--- src/pkg/rtc_defs.svh ---
// Constants of the interval and elapsed timer, with the rule summary
// Operation
// - Nonzero upper selection field on any transfer gets internal reject.
// - Only matching equipment number is answered; otherwise internal reject.
// - Address word bits 1 to 6 are ignored.
// - Write with direction zero loads holding register and clears counter.
// - Read with direction one returns counter contents.
// - Write with direction one executes every function bit set.
// - Stop plus start, or disable plus enable, gives external reject.
// - Clear controller is done first, then the other functions.
// - Function bits 2 to 5 and 8 to 13 are ignored.
// - Clear zeroes registers and buffer, stops clock, disables interrupt.
// - Stop bit halts counting until start; clear leaves it halted.
// - Start bit clears prescaler and counter, enables counting.
// - Acknowledge bit drops the interrupt response.
// - Disable bit disables interrupts and drops pending response.
// - Enable bit allows interrupt response on compare match.
// - Acknowledge without pending response gives external reject.
// - Read with direction zero gives external reject.
// - External reject leaves all state unchanged.
// - Enabled match raises response, resets counter, keeps counting.
// - Holding value zero means interval of 65536 counts.
// - Holding register changes only on load or clear.
// - Interrupts disabled: no compare, counter wraps freely.
// - Counter restarts after match even without acknowledge.
// - Tick period is one of seven rates from a 20 MHz base.
// - Output buffer keeps last counter value sampled.
`ifndef RTC_DEFS_SVH
`define RTC_DEFS_SVH
`define ADDR_DIR_BIT     0
`define ADDR_EQ_LSB      7
`define ADDR_EQ_MSB      10
`define ADDR_W_LSB       11
`define ADDR_W_MSB       15
`define FN_CLEAR_BIT     0
`define FN_ACK_BIT       1
`define FN_STOP_BIT      6
`define FN_START_BIT     7
`define FN_IDIS_BIT      14
`define FN_IEN_BIT       15
`define WORD_ZERO        16'h0000
`define OSC_MHZ          20
`define CLK_MHZ          200
`define TICK_BASE_NS     1000
`define RATE_COUNT       7
`define SEL_ZERO         3'h0
`endif

--- src/pkg/rtc_pkg.sv ---
// Types of the interval and elapsed timer
package rtc_pkg;
  typedef struct packed {
    logic        read;
    logic        write;
    logic [15:0] addr;
    logic [15:0] data;
  } host_req_t;
  typedef struct packed {
    logic        reply;
    logic        ext_reject;
    logic        int_reject;
    logic [15:0] data;
  } host_ans_t;
endpackage

--- src/core/interval_elapsed_timer.sv ---
// Interval and elapsed timer on the host I/O channel
`include "rtc_defs.svh"
`timescale 1ns/10ps
`default_nettype none
module interval_elapsed_timer #(
  parameter int WIDTH = 16
) (
  input  wire logic              REF_CLK,
  input  wire logic              RST,
  input  wire rtc_pkg::host_req_t REQ,
  input  wire logic [3:0]        EQUIP_SEL,
  input  wire logic [2:0]        RATE_SEL,
  output var  rtc_pkg::host_ans_t ANS,
  output var  logic              INTERVAL_IRQ_LINE
);
  import rtc_pkg::*;

  // Period of one 1 us tick in REF_CLK cycles, via the 20 MHz base
  localparam int OSC_DIV  = `CLK_MHZ / `OSC_MHZ;
  localparam int US_CYC   = OSC_DIV * `OSC_MHZ * `TICK_BASE_NS / 1000;

  initial begin
    if (WIDTH != 16) $error("WIDTH must be 16");
    if (OSC_DIV < 1) $error("REF_CLK slower than oscillator");
  end

  function automatic logic [31:0] decades(input logic [2:0] sel);
    logic [31:0] d;
    d = 32'h0000_0001;
    for (int i = 0; i < `RATE_COUNT - 1; i++) begin
      if (32'(i) < 32'(sel)) d = d * 32'd10;
    end
    return d;
  endfunction

  // Jumper and host inputs come from another domain: two flops
  host_req_t  req_m_q, req_s_q, req_p_q;
  logic [3:0] eq_m_q, eq_s_q;
  logic [2:0] rate_m_q, rate_s_q;

  always_ff @(posedge REF_CLK or posedge RST) begin
    if (RST) begin
      req_m_q  <= '0;
      req_s_q  <= '0;
      req_p_q  <= '0;
      eq_m_q   <= '0;
      eq_s_q   <= '0;
      rate_m_q <= `SEL_ZERO;
      rate_s_q <= `SEL_ZERO;
    end else begin
      req_m_q  <= REQ;
      req_s_q  <= req_m_q;
      req_p_q  <= req_s_q;
      eq_m_q   <= EQUIP_SEL;
      eq_s_q   <= eq_m_q;
      rate_m_q <= RATE_SEL;
      rate_s_q <= rate_m_q;
    end
  end

  // A request is taken on the rising edge of read or write
  logic rd_ev, wr_ev;
  assign rd_ev = req_s_q.read  & ~req_p_q.read;
  assign wr_ev = req_s_q.write & ~req_p_q.write;

  logic [WIDTH-1:0] hold_q, hold_d, cnt_q, cnt_d, obuf_q, obuf_d;
  logic [31:0]      pre_q, pre_d;
  logic             run_q, run_d, ien_q, ien_d, irq_q, irq_d;
  logic             hit;
  host_ans_t        ans_q, ans_d;

  logic        addr_ok, w_ok, dir, rej_ext, tick;
  logic [15:0] fn;
  logic [WIDTH-1:0] cnt_inc;
  logic [31:0] period;

  always_comb begin
    w_ok    = req_s_q.addr[`ADDR_W_MSB:`ADDR_W_LSB] == '0;
    addr_ok = req_s_q.addr[`ADDR_EQ_MSB:`ADDR_EQ_LSB] == eq_s_q;
    // Bits 1 to 6 of the address never enter the decode
    dir     = req_s_q.addr[`ADDR_DIR_BIT];
    fn      = req_s_q.data;
    // Only bits 0,1,6,7,14,15 are examined
    rej_ext = 1'b0;
    if (rd_ev && !dir) rej_ext = 1'b1;
    if (wr_ev && dir) begin
      if (fn[`FN_STOP_BIT] && fn[`FN_START_BIT]) rej_ext = 1'b1;
      if (fn[`FN_IDIS_BIT] && fn[`FN_IEN_BIT]) rej_ext = 1'b1;
      // Clear runs first, so ack after clear has nothing to drop
      if (fn[`FN_ACK_BIT] && (!irq_q || fn[`FN_CLEAR_BIT]))
        rej_ext = 1'b1;
    end
  end

  always_comb begin
    period = 32'(US_CYC) * decades(rate_s_q);
    hold_d = hold_q;
    cnt_d  = cnt_q;
    obuf_d = obuf_q;
    pre_d  = pre_q;
    run_d  = run_q;
    ien_d  = ien_q;
    irq_d  = irq_q;
    ans_d  = '0;
    tick   = 1'b0;
    hit    = 1'b0;
    cnt_inc = cnt_q + 1'b1;

    if (run_q) begin
      if (pre_q >= period - 32'd1) begin
        pre_d = '0;
        tick  = 1'b1;
      end else begin
        pre_d = pre_q + 32'd1;
      end
    end
    if (tick) begin
      // Zero in the holding register matches after the wrap
      if (ien_q && cnt_inc == hold_q) begin
        irq_d = 1'b1;
        hit   = 1'b1;
        cnt_d = '0;
      end else begin
        cnt_d = cnt_inc;
      end
    end

    if (rd_ev || wr_ev) begin
      ans_d.reply = 1'b1;
      if (!w_ok || !addr_ok) begin
        ans_d.int_reject = 1'b1;
      end else if (rej_ext) begin
        ans_d.ext_reject = 1'b1;
      end else if (rd_ev) begin
        obuf_d     = cnt_q;
        ans_d.data = cnt_q;
      end else if (!dir) begin
        hold_d = fn;
        cnt_d  = '0;
      end else begin
        if (fn[`FN_CLEAR_BIT]) begin
          hold_d = `WORD_ZERO;
          cnt_d  = `WORD_ZERO;
          obuf_d = `WORD_ZERO;
          pre_d  = '0;
          run_d  = 1'b0;
          ien_d  = 1'b0;
          irq_d  = 1'b0;
        end
        if (fn[`FN_ACK_BIT]) irq_d = 1'b0;
        if (fn[`FN_STOP_BIT]) begin
          run_d = 1'b0;
          if (!fn[`FN_CLEAR_BIT]) cnt_d = cnt_q;
        end
        if (fn[`FN_START_BIT]) begin
          pre_d = '0;
          cnt_d = `WORD_ZERO;
          run_d = 1'b1;
        end
        if (fn[`FN_IDIS_BIT]) begin
          ien_d = 1'b0;
          irq_d = 1'b0;
        end
        if (fn[`FN_IEN_BIT]) ien_d = 1'b1;
      end
    end
    // A match in the ack cycle must not be lost: set wins
    if (hit && ien_d) irq_d = 1'b1;
    // Read-back data always shows the output buffer
    ans_d.data = obuf_d;
  end

  always_ff @(posedge REF_CLK or posedge RST) begin
    if (RST) begin
      // Master clear state
      hold_q <= `WORD_ZERO;
      cnt_q  <= `WORD_ZERO;
      obuf_q <= `WORD_ZERO;
      pre_q  <= '0;
      run_q  <= 1'b0;
      ien_q  <= 1'b0;
      irq_q  <= 1'b0;
      ans_q  <= '0;
      INTERVAL_IRQ_LINE <= 1'b0;
    end else begin
      hold_q <= hold_d;
      cnt_q  <= cnt_d;
      obuf_q <= obuf_d;
      pre_q  <= pre_d;
      run_q  <= run_d;
      ien_q  <= ien_d;
      irq_q  <= irq_d;
      ans_q  <= ans_d;
      INTERVAL_IRQ_LINE <= irq_d;
    end
  end

  assign ANS = ans_q;
endmodule
`default_nettype wire

--- config.mk ---
export PLATFORM = sky130hd
export DESIGN_NAME = interval_elapsed_timer
export DESIGN_NICKNAME = d
export VERILOG_FILES = /design/src/pkg/rtc_pkg.sv /design/src/core/interval_elapsed_timer.sv
export VERILOG_INCLUDE_DIRS = /design/src /design/src/pkg
export SDC_FILE = /design/constraint.sdc
export NUM_CORES = 1
export LEC_CHECK = 0
export ABC_AREA = 1
export BUFFER_PORTS_ARGS = -buffer_cell sky130_fd_sc_hd__buf_2
export CAP_MARGIN = 20
export CORE_UTILIZATION = 59
export CTS_CLUSTER_DIAMETER = 60
export CTS_CLUSTER_SIZE = 20
export DETAILED_ROUTE_END_ITERATION = 8
export PLACE_DENSITY = 0.89
export SKIP_LAST_GASP = 1
export SLEW_MARGIN = 10
export SYNTH_ARGS = -nofsm -noshare
export SYNTH_HDL_FRONTEND = slang
export SYNTH_SLANG_ARGS = --single-unit
--- constraint.sdc ---
create_clock -name REF_CLK -period 17.54 [get_ports REF_CLK]
set_input_delay 0.877 -clock REF_CLK [delete_from_list [all_inputs] [get_ports REF_CLK]]
set_output_delay 0.877 -clock REF_CLK [all_outputs]
set_load 0.005 [all_outputs]
==> summary.md <==
| Metric | Value |
|---|---|
| Core footprint | 21,100 sq um |
| CP startpoint | rate_s_q[2] |
| Root Buffer | clkbuf_16 |
| CP max FO | 19 |
| Fillers | 1,682 |
| # H-tree levels | 4 |
| Die W | 149 um |
| Util after Layout | 0.659 |
| Ant diodes | 0 |
| # hold bufs at CTS | 0 |
| Final setup viols | 0 |
| Final worst-path cycle share | 0.669 |
| Clk slew on worst S/H paths | 70 ps |
| Final Max Tran Viols | 0 |
| Status | complete, no violations |
| FF+latch count, synth | ~160 |
| Area growth syn-to-layout | 9.13% |
| CP endpoint kind | flip-flop |
| Worst path buffer plus inverter count | 11 |
| Vias in the first global route | 10,700 |
| Pleak | 7.65 nW |
| Worst Tran Pin Value | 887 ps |
| Post-cts resize count | 0 |
| Most common cell after layout, fill and taps aside | nand2_1 |
| Total grt overflow | 0 |
| Crit-path slowest cell | dfrtp_1 |
| Worst hold slack | around 350 ps |
| Ys flop type | dfrtp_1 |
| Critical path data required time | 17,890 ps |
| CP most frequent cell | nand2_1 |
| Final Critical Period | ~12,000 ps |
| Critical path type | flip-flop to flip-flop |
| Power density cells | about 130 nW/um^2 |
| TritonCTS Buffers | 17 |
| Num ports | 63 |
| Sequential element share of the synthesized area | 0.310 |
| # port buffers | 56 |
| Residual DRC | 0 |
| Worst relative slew slack | 0.409 |
| Crit-path leading delay family | adder cells |
| Setup TNS | 0 ps |
| Initial drt markers | 751 |
| RSZ-0062 raised after global routing | no |
| Die H | 149 um |
| Routed Antenna Nets | 0 |
| Fmax | between 80 and 90 MHz |
| CP peak stage delay | 830 ps |
| Clock tree buffer depth | 2 |
| Initial cell density of the core | 0.604 |
| Final instance area | roughly 14,000 sq um |
| Hpwl dp | 20.9 mm |
| Initial antenna violation count | 0 |
| Hold Path Class | flip-flop to flip-flop |
| Max VDD drop | 0.150 mV |
| Avg Vias per Cell | 5.45 |
| Largest net degree at the start of global routing | 84 |
| Share of cells above drive strength 1 | 0.0933 |
| Cell Area, Placed | 13,300 sq um |
| Max_cap viols | 0 |
| First-pass iteration count of the detailed router | 6 |
| CP startpoint kind | flip-flop |
| DR vias | 11,100 |
| Worst-skew pair later-pin latency | about 430 ps |
| Cell variety after synth | 56 |
| Final wirelength | 27.7 mm |
| First-pass GRT wire length | about 48 mm |
| Most frequent cells in the layout | 453 x nand2_1, 249 x inv_1, 158 x dfrtp_1, 157 x ha_1, 130 x nor2_1 |
| Reg-to-reg startpoint | rate_s_q[2] |
| Total track usage | 0.263 |
| Postcts setup bufs | 0 |
| FFs w/ async S/R, synth | 1.00 |
| RD Place Congestion | 0.903 |
| Final Hold Fails | 0 |
| Die area | roughly 22,000 sq um |
| Synth Cell Area | 12,700 sq um |
| Worst hold start | req_m_q[0] |
| CTS Sinks | roughly 160 |
| Arrival @ worst endpoint | 12,080 ps |
| Yosys warns | 0 |
| Drt wl/cell | about 14 um |
| Number of synthesized flops with an enable pin | 0 |
| Layout Skew | 13.7 ps |
| Avg Cell Area, Syn | approximately 7.5 sq um |
| R2r setup slk | 5810 ps |
| CTS tree | yes |
| Syn Inst Count | around 1,700 |
| Nets | 1,975 |
| # rows | 53 |
synth_stat cells, types with 21 or more instances:
cell type | instances | share of area
nor2_1 | 130 | 0.038
ha_1 | 157 | 0.15
xor2_1 | 41 | 0.028
xnor2_1 | 29 | 0.020
o21ai_0 | 51 | 0.020
nand3_1 | 86 | 0.034
inv_1 | 250 | 0.074
o31ai_1 | 21 | 0.012
nand4_1 | 27 | 0.013
a21oi_1 | 91 | 0.036
dfrtp_1 | 158 | 0.31
nand2_1 | 453 | 0.13
routing by layer:
metal / track usage / wire length (um) / vias up / share of wire
met4: 0.0526 / 275 / 0 / 0.0099
li1: - / - / 5588 / -
met1: 0.353 / 12900 / 5217 / 0.46
met5: 0 / 0 / - / 0
met2: 0.453 / 13200 / 318 / 0.48
met3: 0.0339 / 1370 / 23 / 0.050
flip-flops by register name, summed over array words and instances (netlist names), 2 cells and up:
register  flops
pre_q        32
eq_s_q        4
req_m_q      28
ANS          19
fn           16
req_p_q       2
cnt_q        16
rate_m_q      3
req_s_q      11
rate_s_q      3
eq_m_q        4
hold_q       16
path summary, 6_finish.rpt:
check,endpoint,depth (start not counted)
max,cnt_q[2],61
min,fn[0],0
max reg2reg,cnt_q[2],61
min reg2reg,fn[0],0
max in group asynchronous,cnt_q[14],3
min in group asynchronous,eq_m_q[1],2
logic make-up after synthesis:
family          Yosys count  synth area share
simple gates            794             0.276
mux                       1          0.000786
fa+ha+maj               176             0.184
flops                   158             0.310
compound gates          208            0.0934
other cells               2          0.000589
xor+xnor                 70            0.0481
buf+inv                 289            0.0872
through the flow:
| step | power (W) | cells | setup slack (ps) |
|---|---|---|---|
| final | 0.00184 | 2044 | 5810 |
| after global routing | 0.00202 | 2044 | 4630 |
| after CTS | 0.00183 | 2043 | 5950 |
| after detailed placement | 0.00146 | 2011 | 6090 |
| after global placement | 0.00142 | 2010 | 6380 |
| after floorplan | 0.00126 | 1704 | 8500 |
power by group:
group	internal, W	total [W]	switching [W]
sequential	0.000392	0.000424	0.0000318
clock	0.000192	0.000362	0.000170
combinational	0.000378	0.00105	0.000671
total	0.000962	0.00184	0.000873
area by class of cell:
class | instances | area (sq um) | area share
multi-input combinational | 1257 | 7700 | 0.554
sequential | 158 | 3950 | 0.284
inverter | 262 | 991 | 0.0713
clock buffer | 17 | 425 | 0.0306
tap | 275 | 344 | 0.0247
timing repair buffer | 60 | 325 | 0.0234
clock inverter | 15 | 163 | 0.0117
No activity file was read; power rests on OpenSTA's default activity.
